### src/rtl/epr_consts.vh
`ifndef EPR_CONSTS_VH
`define EPR_CONSTS_VH
// ----------------------------------------
// Register byte offsets
// ----------------------------------------
`define EPR_OFF_CTRL 12'h000
`define EPR_OFF_RES 12'h004
`define EPR_OFF_PRESET 12'h008
`define EPR_OFF_CYCLE 12'h00c
`define EPR_OFF_SYNC 12'h010
`define EPR_OFF_LIM_MIN 12'h014
`define EPR_OFF_LIM_MAX 12'h018
`define EPR_OFF_STATUS 12'h01c
`define EPR_OFF_POS 12'h020
`define EPR_OFF_CAM_BASE 12'h040
// ----------------------------------------
// Field positions
// ----------------------------------------
`define EPR_CTRL_POLL 0
`define EPR_CTRL_CYC 1
`define EPR_CTRL_SYNC 2
`define EPR_CTRL_DIR 3
`define EPR_ST_READY 0
`define EPR_ST_BUSOFF 1
`define EPR_ST_WARN 2
`define EPR_ST_ERREV 3
`define EPR_ST_NMT_LO 4
`define EPR_PV_OOR 31
// ----------------------------------------
// Reset values
// ----------------------------------------
`define EPR_RST_CTRL 4'h1
`define EPR_RST_RES 17'h10000
`define EPR_RST_CYCLE 16'h0063
`define EPR_RST_SYNC 8'h01
`define EPR_RST_LIM_MIN 31'h00000000
`define EPR_RST_LIM_MAX 31'h7fffffff
// ----------------------------------------
// Network states and LED patterns
// ----------------------------------------
`define EPR_NMT_PREOP 2'h0
`define EPR_NMT_STOP 2'h1
`define EPR_NMT_OPER 2'h2
`define EPR_PAT_OFF 3'h0
`define EPR_PAT_ON 3'h1
`define EPR_PAT_FLICK 3'h2
`define EPR_PAT_BLINK 3'h3
`define EPR_PAT_SINGLE 3'h4
`define EPR_PAT_DOUBLE 3'h5
// ----------------------------------------
// Timing
// ----------------------------------------
`define EPR_CLK_HZ 10000000
`define EPR_TICK_MS 1
`define EPR_TICK_CYCLES (`EPR_CLK_HZ / 1000 * `EPR_TICK_MS)
`define EPR_AVAIL_MS 250
`define EPR_LED_STEP_MS 50
`define EPR_LED_PHASES 24
`endif

### src/rtl/_unused_guard.v
`timescale 1ns/1ps

### src/rtl/epr_led.v
`timescale 1ns/1ps
`default_nettype none
// ----------------------------------------
// LED pattern generator
// ----------------------------------------
`include "epr_consts.vh"
module epr_led (
  input wire i_ref_clk,
  input wire i_rst_n,
  input wire i_ms_tick,
  input wire [2:0] i_run_pat,
  input wire [2:0] i_err_pat,
  output reg o_run_led,
  output reg o_err_led
);
  reg [5:0] step_reg;
  reg [4:0] phase_reg;
  wire step_tick;

  assign step_tick = i_ms_tick && (step_reg == `EPR_LED_STEP_MS - 1);

  // One phase is 50 ms; a full pattern spans 24 phases
  function pat_on;
    input [2:0] pat;
    input [4:0] ph;
    begin
      case (pat)
        `EPR_PAT_ON: pat_on = 1'b1;
        `EPR_PAT_FLICK: pat_on = ph[0];
        `EPR_PAT_BLINK: pat_on = ph[2];
        `EPR_PAT_SINGLE: pat_on = (ph < 5'h04);
        `EPR_PAT_DOUBLE: pat_on = (ph < 5'h04) || ((ph >= 5'h08) && (ph < 5'h0c));
        default: pat_on = 1'b0;
      endcase
    end
  endfunction

  always @(posedge i_ref_clk or negedge i_rst_n) begin
    if (!i_rst_n) begin
      step_reg <= 6'h00;
      phase_reg <= 5'h00;
      o_run_led <= 1'b0;
      o_err_led <= 1'b0;
    end else begin
      if (step_tick) begin
        step_reg <= 6'h00;
        phase_reg <= (phase_reg == `EPR_LED_PHASES - 1) ? 5'h00 : phase_reg + 5'h01;
      end else if (i_ms_tick) begin
        step_reg <= step_reg + 6'h01;
      end
      o_run_led <= pat_on(i_run_pat, phase_reg);
      o_err_led <= pat_on(i_err_pat, phase_reg);
    end
  end
endmodule // epr_led
`default_nettype wire

### src/rtl/epr_top.v
`timescale 1ns/1ps
`default_nettype none
`include "epr_consts.vh"
module epr_top #(
  parameter MS_CYCLES = `EPR_TICK_CYCLES,
  parameter READY_MS = `EPR_AVAIL_MS - 1,
  parameter NUM_CAMS = 8
) (
  input wire i_ref_clk,
  input wire i_rst_n,
  // APB slave
  input wire i_psel,
  input wire i_penable,
  input wire i_pwrite,
  input wire [11:0] i_paddr,
  input wire [31:0] i_pwdata,
  output reg [31:0] o_prdata,
  output reg o_pready,
  output reg o_pslverr,
  // Raw shaft position
  input wire [15:0] i_raw_angle,
  input wire [14:0] i_raw_turns,
  // Network side events and state
  input wire i_rtr_rx,
  input wire i_sync_rx,
  input wire [1:0] i_nmt_state,
  input wire i_boot_sent,
  input wire i_abd_active,
  input wire i_err_warn,
  input wire i_err_event,
  input wire i_bus_off,
  // Frame request to the CAN controller
  output reg o_tx_strobe,
  output reg o_tx_same_id,
  output reg [31:0] o_tx_value,
  output reg o_ready,
  output reg [NUM_CAMS-1:0] o_cam,
  output wire o_run_led,
  output wire o_err_led
);
  // ----------------------------------------
  // Helpers
  // ----------------------------------------
  function in_win;
    input [30:0] v;
    input [30:0] lo;
    input [30:0] hi;
    begin
      in_win = (v >= lo) && (v <= hi);
    end
  endfunction

  // ----------------------------------------
  // Registers
  // ----------------------------------------
  reg [3:0] ctrl_reg;
  reg [16:0] res_reg;
  reg [30:0] offset_reg;
  reg [15:0] cycle_reg;
  reg [7:0] sync_cfg_reg;
  reg [30:0] lim_min_reg;
  reg [30:0] lim_max_reg;
  reg err_ev_reg;
  reg [30:0] cam_lo_reg [0:NUM_CAMS-1];
  reg [30:0] cam_hi_reg [0:NUM_CAMS-1];
  reg [13:0] tick_cnt_reg;
  reg ms_tick_reg;
  reg [15:0] cyc_cnt_reg;
  reg [7:0] sync_cnt_reg;
  reg [8:0] ready_cnt_reg;
  reg [31:0] pv_reg;
  reg [2:0] run_pat_reg;
  reg [2:0] err_pat_reg;

  wire setup_ph;
  wire wr_en;
  wire cam_sel;
  wire [2:0] cam_idx;
  wire [31:0] turn_part;
  wire [32:0] angle_prod;
  wire [30:0] scaled;
  wire [30:0] dir_pos;
  wire [30:0] final_pos;
  wire out_of_range;
  wire [31:0] pv_now;
  wire tx_allowed;
  wire poll_fire;
  wire cyc_fire;
  wire sync_fire;
  integer i;
  integer j;

  // ----------------------------------------
  // Position path
  // ----------------------------------------
  // Steps per revolution scale both the turn count and the angle fraction
  assign turn_part = (i_raw_turns * res_reg[15:0]) + ({1'b0, i_raw_turns, 16'h0000} & {32{res_reg[16]}});
  assign angle_prod = i_raw_angle * res_reg;
  assign scaled = turn_part[30:0] + {14'h0000, angle_prod[32:16]};
  // Complement counts down by taking the two's complement modulo 2^31
  assign dir_pos = ctrl_reg[`EPR_CTRL_DIR] ? (31'h00000000 - scaled) : scaled;
  assign final_pos = dir_pos + offset_reg;
  assign out_of_range = !in_win(final_pos, lim_min_reg, lim_max_reg);
  assign pv_now = {out_of_range, final_pos};

  // ----------------------------------------
  // APB slave
  // ----------------------------------------
  assign setup_ph = i_psel && !i_penable;
  assign wr_en = i_psel && i_penable && o_pready && i_pwrite;
  assign cam_sel = (i_paddr[11:6] == 6'h01) && (i_paddr[5:4] < NUM_CAMS / 2);
  assign cam_idx = i_paddr[5:3];

  always @(posedge i_ref_clk or negedge i_rst_n) begin
    if (!i_rst_n) begin
      o_pready <= 1'b0;
      o_prdata <= 32'h00000000;
      o_pslverr <= 1'b0;
    end else begin
      // Zero wait states: the answer is prepared during the setup cycle
      o_pready <= setup_ph;
      if (setup_ph) begin
        o_pslverr <= 1'b0;
        o_prdata <= 32'h00000000;
        if (i_paddr[1:0] != 2'h0) begin
          o_pslverr <= 1'b1;
        end else if (cam_sel) begin
          o_prdata <= {1'b0, i_paddr[2] ? cam_hi_reg[cam_idx] : cam_lo_reg[cam_idx]};
        end else begin
          case (i_paddr)
            `EPR_OFF_CTRL: o_prdata <= {28'h0000000, ctrl_reg};
            `EPR_OFF_RES: o_prdata <= {15'h0000, res_reg};
            `EPR_OFF_PRESET: o_prdata <= {1'b0, final_pos};
            `EPR_OFF_CYCLE: o_prdata <= {16'h0000, cycle_reg};
            `EPR_OFF_SYNC: o_prdata <= {24'h000000, sync_cfg_reg};
            `EPR_OFF_LIM_MIN: o_prdata <= {1'b0, lim_min_reg};
            `EPR_OFF_LIM_MAX: o_prdata <= {1'b0, lim_max_reg};
            `EPR_OFF_STATUS: o_prdata <= {26'h0000000, i_nmt_state, err_ev_reg, i_err_warn, i_bus_off, o_ready};
            `EPR_OFF_POS: o_prdata <= pv_reg;
            default: o_pslverr <= 1'b1;
          endcase
        end
      end
    end
  end

  always @(posedge i_ref_clk or negedge i_rst_n) begin
    if (!i_rst_n) begin
      ctrl_reg <= `EPR_RST_CTRL;
      res_reg <= `EPR_RST_RES;
      offset_reg <= 31'h00000000;
      cycle_reg <= `EPR_RST_CYCLE;
      sync_cfg_reg <= `EPR_RST_SYNC;
      lim_min_reg <= `EPR_RST_LIM_MIN;
      lim_max_reg <= `EPR_RST_LIM_MAX;
      for (i = 0; i < NUM_CAMS; i = i + 1) begin
        cam_lo_reg[i] <= 31'h00000000;
        cam_hi_reg[i] <= 31'h00000000;
      end
    end else if (wr_en && !o_pslverr) begin
      if (cam_sel) begin
        if (i_paddr[2]) begin
          cam_hi_reg[cam_idx] <= i_pwdata[30:0];
        end else begin
          cam_lo_reg[cam_idx] <= i_pwdata[30:0];
        end
      end else begin
        case (i_paddr)
          `EPR_OFF_CTRL: ctrl_reg <= i_pwdata[3:0];
          `EPR_OFF_RES: res_reg <= (i_pwdata[16:0] == 17'h00000) ? 17'h00001 : i_pwdata[16:0];
          // Offset chosen so the present shaft position reads as the preset
          `EPR_OFF_PRESET: offset_reg <= i_pwdata[30:0] - dir_pos;
          `EPR_OFF_CYCLE: cycle_reg <= i_pwdata[15:0];
          `EPR_OFF_SYNC: sync_cfg_reg <= i_pwdata[7:0];
          `EPR_OFF_LIM_MIN: lim_min_reg <= i_pwdata[30:0];
          `EPR_OFF_LIM_MAX: lim_max_reg <= i_pwdata[30:0];
          default: ctrl_reg <= ctrl_reg;
        endcase
      end
    end
  end

  // ----------------------------------------
  // Millisecond tick and availability
  // ----------------------------------------
  always @(posedge i_ref_clk or negedge i_rst_n) begin
    if (!i_rst_n) begin
      tick_cnt_reg <= 14'h0000;
      ms_tick_reg <= 1'b0;
      ready_cnt_reg <= 9'h000;
      o_ready <= 1'b0;
    end else begin
      ms_tick_reg <= (tick_cnt_reg == MS_CYCLES - 1);
      tick_cnt_reg <= (tick_cnt_reg == MS_CYCLES - 1) ? 14'h0000 : tick_cnt_reg + 14'h0001;
      if (ms_tick_reg && !o_ready) begin
        ready_cnt_reg <= ready_cnt_reg + 9'h001;
        o_ready <= (ready_cnt_reg == READY_MS - 1);
      end
    end
  end

  // ----------------------------------------
  // Transmission triggers
  // ----------------------------------------
  // Bus-off stops all traffic until the controller recovers
  assign tx_allowed = o_ready && !i_bus_off;
  assign poll_fire = tx_allowed && ctrl_reg[`EPR_CTRL_POLL] && i_rtr_rx;
  assign cyc_fire = tx_allowed && ctrl_reg[`EPR_CTRL_CYC] && ms_tick_reg && (cyc_cnt_reg == cycle_reg);
  // Counter value 0 behaves as 1 so sync mode never locks up
  assign sync_fire = tx_allowed && ctrl_reg[`EPR_CTRL_SYNC] && i_sync_rx &&
                     (sync_cnt_reg + 8'h01 >= sync_cfg_reg);

  always @(posedge i_ref_clk or negedge i_rst_n) begin
    if (!i_rst_n) begin
      cyc_cnt_reg <= 16'h0000;
      sync_cnt_reg <= 8'h00;
    end else begin
      if (!ctrl_reg[`EPR_CTRL_CYC]) begin
        cyc_cnt_reg <= 16'h0000;
      end else if (ms_tick_reg) begin
        cyc_cnt_reg <= (cyc_cnt_reg >= cycle_reg) ? 16'h0000 : cyc_cnt_reg + 16'h0001;
      end
      if (!ctrl_reg[`EPR_CTRL_SYNC]) begin
        sync_cnt_reg <= 8'h00;
      end else if (i_sync_rx && tx_allowed) begin
        sync_cnt_reg <= sync_fire ? 8'h00 : sync_cnt_reg + 8'h01;
      end
    end
  end

  // Value is sampled in the same cycle the trigger arrives; no offset delay
  always @(posedge i_ref_clk or negedge i_rst_n) begin
    if (!i_rst_n) begin
      pv_reg <= 32'h00000000;
      o_tx_strobe <= 1'b0;
      o_tx_same_id <= 1'b0;
      o_tx_value <= 32'h00000000;
      o_cam <= {NUM_CAMS{1'b0}};
    end else begin
      pv_reg <= pv_now;
      o_tx_strobe <= poll_fire || cyc_fire || sync_fire;
      o_tx_same_id <= poll_fire;
      if (poll_fire || cyc_fire || sync_fire) begin
        o_tx_value <= pv_now;
      end
      for (j = 0; j < NUM_CAMS; j = j + 1) begin
        o_cam[j] <= in_win(final_pos, cam_lo_reg[j], cam_hi_reg[j]);
      end
    end
  end

  // ----------------------------------------
  // Indicators
  // ----------------------------------------
  always @(posedge i_ref_clk or negedge i_rst_n) begin
    if (!i_rst_n) begin
      err_ev_reg <= 1'b0;
      run_pat_reg <= `EPR_PAT_OFF;
      err_pat_reg <= `EPR_PAT_OFF;
    end else begin
      // A new event wins over a software clear in the same cycle
      if (i_err_event) begin
        err_ev_reg <= 1'b1;
      end else if (wr_en && (i_paddr == `EPR_OFF_STATUS) && i_pwdata[`EPR_ST_ERREV]) begin
        err_ev_reg <= 1'b0;
      end
      if (!o_ready) begin
        run_pat_reg <= `EPR_PAT_OFF;
      end else begin
        case (i_nmt_state)
          `EPR_NMT_PREOP: run_pat_reg <= i_boot_sent ? `EPR_PAT_BLINK : `EPR_PAT_OFF;
          `EPR_NMT_STOP: run_pat_reg <= `EPR_PAT_SINGLE;
          `EPR_NMT_OPER: run_pat_reg <= `EPR_PAT_ON;
          default: run_pat_reg <= `EPR_PAT_OFF;
        endcase
      end
      // Most severe condition owns the red LED
      if (i_bus_off) begin
        err_pat_reg <= `EPR_PAT_ON;
      end else if (err_ev_reg) begin
        err_pat_reg <= `EPR_PAT_DOUBLE;
      end else if (i_err_warn) begin
        err_pat_reg <= `EPR_PAT_SINGLE;
      end else if (i_abd_active) begin
        err_pat_reg <= `EPR_PAT_FLICK;
      end else begin
        err_pat_reg <= `EPR_PAT_OFF;
      end
    end
  end

  epr_led u_led (
    .i_ref_clk(i_ref_clk),
    .i_rst_n(i_rst_n),
    .i_ms_tick(ms_tick_reg),
    .i_run_pat(run_pat_reg),
    .i_err_pat(err_pat_reg),
    .o_run_led(o_run_led),
    .o_err_led(o_err_led)
  );
endmodule // epr_top
`default_nettype wire

### config.mk
export PLATFORM = sky130hd
export DESIGN_NAME = epr_top
export DESIGN_NICKNAME = d
export VERILOG_FILES = /design/src/rtl/_unused_guard.v /design/src/rtl/epr_led.v /design/src/rtl/epr_top.v
export VERILOG_INCLUDE_DIRS = /design/src /design/src/rtl
export SDC_FILE = /design/constraint.sdc
export NUM_CORES = 2
export LEC_CHECK = 0
export BUFFER_PORTS_ARGS = -buffer_cell sky130_fd_sc_hd__buf_4
export CORE_MARGIN = 3
export CORE_UTILIZATION = 65
export CTS_BUF_LIST = sky130_fd_sc_hd__clkbuf_2
export CTS_CLUSTER_SIZE = 25
export DETAILED_ROUTE_END_ITERATION = 10
export GPL_TIMING_DRIVEN = 1
export PLACE_DENSITY = 0.82
export SLEW_MARGIN = 20
export SYNTH_ARGS = -nofsm -noshare
export SYNTH_HDL_FRONTEND = slang
export SYNTH_HIERARCHICAL = 1
export SYNTH_SLANG_ARGS = --single-unit
### constraint.sdc
create_clock -name i_ref_clk -period 15.73 [get_ports i_ref_clk]
set_clock_uncertainty 0.1 [all_clocks]
set_input_delay 0 -clock i_ref_clk [delete_from_list [all_inputs] [get_ports i_ref_clk]]
set_output_delay 0 -clock i_ref_clk [all_outputs]
set_load 0.02 [all_outputs]
==> qor.csv <==
stage;metric;value;unit
drt;route.detailed.drc;0;
setup_path;cp.required;17.11;ns
clock_tree;clockBufferDepth;3;
setup_path;critPathMostFrequentCell;fa_1;
setup_path;end_kind;flop;
sta;max_freq;66.3;MHz
placed_design;pre_cts_slack;0.0328;ns
cells_and_area;fin_area;0.0763;sq mm
sta;slew_violations;0;
synth;seq_area_frac_synth;29.4;%
drt;final_antenna_net_count;0;
clock_tree;clk-insertion-delay-late;1.61;ns
drt;vias_per_cell;6.40;
grt;grt_usage;38.6;%
grt;antenna_found_initial;12;
synth;syn_nets;8732;
sta;finalSetupViolations;0;
pwr;p_seq_share;53.6;%
grt;grt_pass1_wl;335;mm
setup_path;worstPathArrival;16.46;ns
floorplan;die_area;0.110;sq mm
floorplan;start_util;66.1;%
pwr;cellPowerDensity;50.9;mW/mm^2
pwr;leakagePower;40.3;nW
pwr;peakVddDrop;61.7;uV
job;drv_cap;0;
setup_path;path_class;flop to flop;
drt;drtIter0Drc;6323;
sta;min_period;15.07;ns
setup_path;crit_slowest_cell;or4_4;
clock_tree;numCtsBuffers;206;
synth;synth_area;0.0691;sq mm
setup_path;cp_slowest_stage_delay;0.62;ns
synth;synth_edf_count;0;
outcome;status;completed;
cells_and_area;drive_gt1_share;14.6;%
sta;worstMarginPinSlew;1.33;ns
sta;slew_headroom;11.1;%
setup_path;crit_path_max_fanout;13;
grt;grt_max_degree;173;
grt;grt_pass1_vias;60364;
grt;overflow;0;
clock_tree;tritoncts;done;
cells_and_area;final_cell_mix;inv_1, ha_1, dfrtp_1;
synth;ys_async_sr_fraction;100;%
drt;routed_wl;215;mm
setup_path;crit_path_start_kind;flop;
synth;syn_inst;7361;
placed_design;portBuffers;166;
drt;vias;59285;
cells_and_area;area_growth;10.4;%
sta;fin_crit_sh;95.8;%
pwr;swShare;30.0;%
sta;hold_viol_final;0;
clock_tree;cts_root_buf;clkbuf_2;
pwr;p_comb_share;7.4;%
drt;drtPass1Iterations;10;
floorplan;fp.dieH;332;microns
floorplan;core_area;0.105;sq mm
min_path;hold_class;input pin to async pin;
synth;syn_area_per_cell;9.39;sq um
clock_tree;clock-sinks;811;
synth;ys_types;92;
synth;yosysWarnings;6;
floorplan;die-width;332;microns
cells_and_area;nets;9084;
synth;ys.flop_type;dfrtp_1;
pwr;power_switching;1.17;mW
setup_path;reg2reg_slack;0.66;ns
placed_design;dp_hpwl;150;mm
placed_design;placed_cell_area;0.0721;sq mm
clock_tree;clkTransAtPathRegs;0.11;ns
pwr;clock_power_share;39.0;%
sta;setup_ws;0.657;ns
cells_and_area;final_common_cell;inv_1;
pwr;power;3.89;mW
placed_design;gp_congestion;0.963;
clock_tree;htreeDepth;4;
floorplan;ioPinCount;168;
floorplan;rows;118;
pwr;power.internal;2.72;mW
synth;ys_ff_latch;811;
drt;drt-wirelength-per-cell;23.2;microns
-- critical path: cells and delay by family (launching register included) --
kind | cells | cell delay (ns)
fa+ha+maj | 14 | 6.26
compound gates | 19 | 3.62
xor+xnor | 3 | 0.57
buf+inv | 7 | 0.92
flops | 1 | 0.55
simple gates | 15 | 3.05
-- power groups by stage --
stage               clock network, mW  logic [mW]  registers (mW)
finish                           1.51       0.288            2.09
global route                     1.63       0.299            2.09
CTS                              1.51       0.276            2.08
detailed placement                  0       0.237            2.13
global placement                    0       0.233            2.13
floorplan                           0       0.101            2.13
-- cells by family after synthesis --
kind of cell | count (synthesis) | synth area share, %
buffers and inverters | 1464 | 7.96
and+or+nand+nor | 1723 | 12.3
DFF | 811 | 29.4
adders and majority gates | 1283 | 27.8
muxes | 388 | 6.32
AOI/OAI and AO/OA | 1540 | 14.3
xor gates and xnor gates | 152 | 1.95
-- metal layers --
layer | part of all wire, % | global-route usage [%] | routed length [microns] | vias up
met2 | 43 | 58.2 | 92900 | 3569
met1 | 38 | 50.5 | 82400 | 28880
met5 | 0.096 | 1.17 | 207 | -
li1 | - | - | - | 25938
met4 | 6.1 | 21.1 | 13000 | 8
met3 | 12 | 10.9 | 26200 | 890
-- per-stage QoR --
step	std cells	TNS, ns	util [%]	hold slack, ns
finish	9267	0	73.0	0.0944
global route	9262	-0.00763	73.0	0.0919
CTS	9248	-0.0251	72.8	0.00776
detailed placement	8680	0	69.0	0.0289
global placement	8680	0	69.0	0.0196
floorplan	7361	0	-	-0.396
-- cells in the mapped netlist (19+ instances only) --
library cell,number,share of area [%]
inv_1,1118,6.1
ha_1,863,16
dfrtp_1,773,28
nand2_1,741,4.0
o21ai_0,450,3.3
fa_1,419,12
mux2_2,380,6.2
clkbuf_1,299,1.6
a21oi_1,247,1.8
and2_1,235,2.1
o22ai_1,197,1.8
a21o_1,167,1.8
nor2_1,161,0.87
nand4_1,121,1.1
o21a_1,112,1.2
xnor2_1,90,1.1
nand3_1,89,0.64
nor4_1,79,0.71
nor2b_1,75,0.68
nand2b_1,74,0.67
xor2_1,60,0.76
nor3_1,52,0.38
buf_1,44,0.24
dfstp_2,38,1.4
a221oi_1,37,0.47
a211oi_1,34,0.37
and3_1,33,0.30
o221ai_1,31,0.39
o31ai_1,31,0.34
o22a_1,29,0.37
o21ai_1,19,0.14
-- final cells by class --
class / instances / area (sq um)
clock inverter: 76 / 425
fill: 7407 / 28200
timing repair buffer: 490 / 4360
clock buffer: 293 / 1470
multi-input combinational: 5086 / 43700
antenna: 13 / 32.5
sequential: 811 / 20400
tap: 1380 / 1730
inverter: 1118 / 4200
-- worst paths after layout --
check,to,cells after the start,start
setup / recovery,o_cam[6],58,res_reg[7]
hold / removal,cam_lo_reg[127],5,i_rst_n
setup reg to reg,o_cam[6],58,res_reg[7]
hold reg to reg,ready_cnt_reg[8],1,ready_cnt_reg[8]
max in group asynchronous,cam_hi_reg[205],8,i_rst_n
min in group i_ref_clk,o_prdata[30],12,i_raw_turns[11]
-- repair_timing --
| item | 4_1_cts | 5_1_grt |
|---|---|---|
| gates cloned | 0 | 0 |
| setup endpoints to repair | 2 | 10 |
| endpoints found under the hold margin | 1170 | 60 |
| pin swaps | 1 | 3 |
| hold buffers | 199 | 3 |
| setup buffers | 0 | 3 |
| gates resized for setup | 0 | 26 |
No activity file was read; power rests on OpenSTA's default activity.
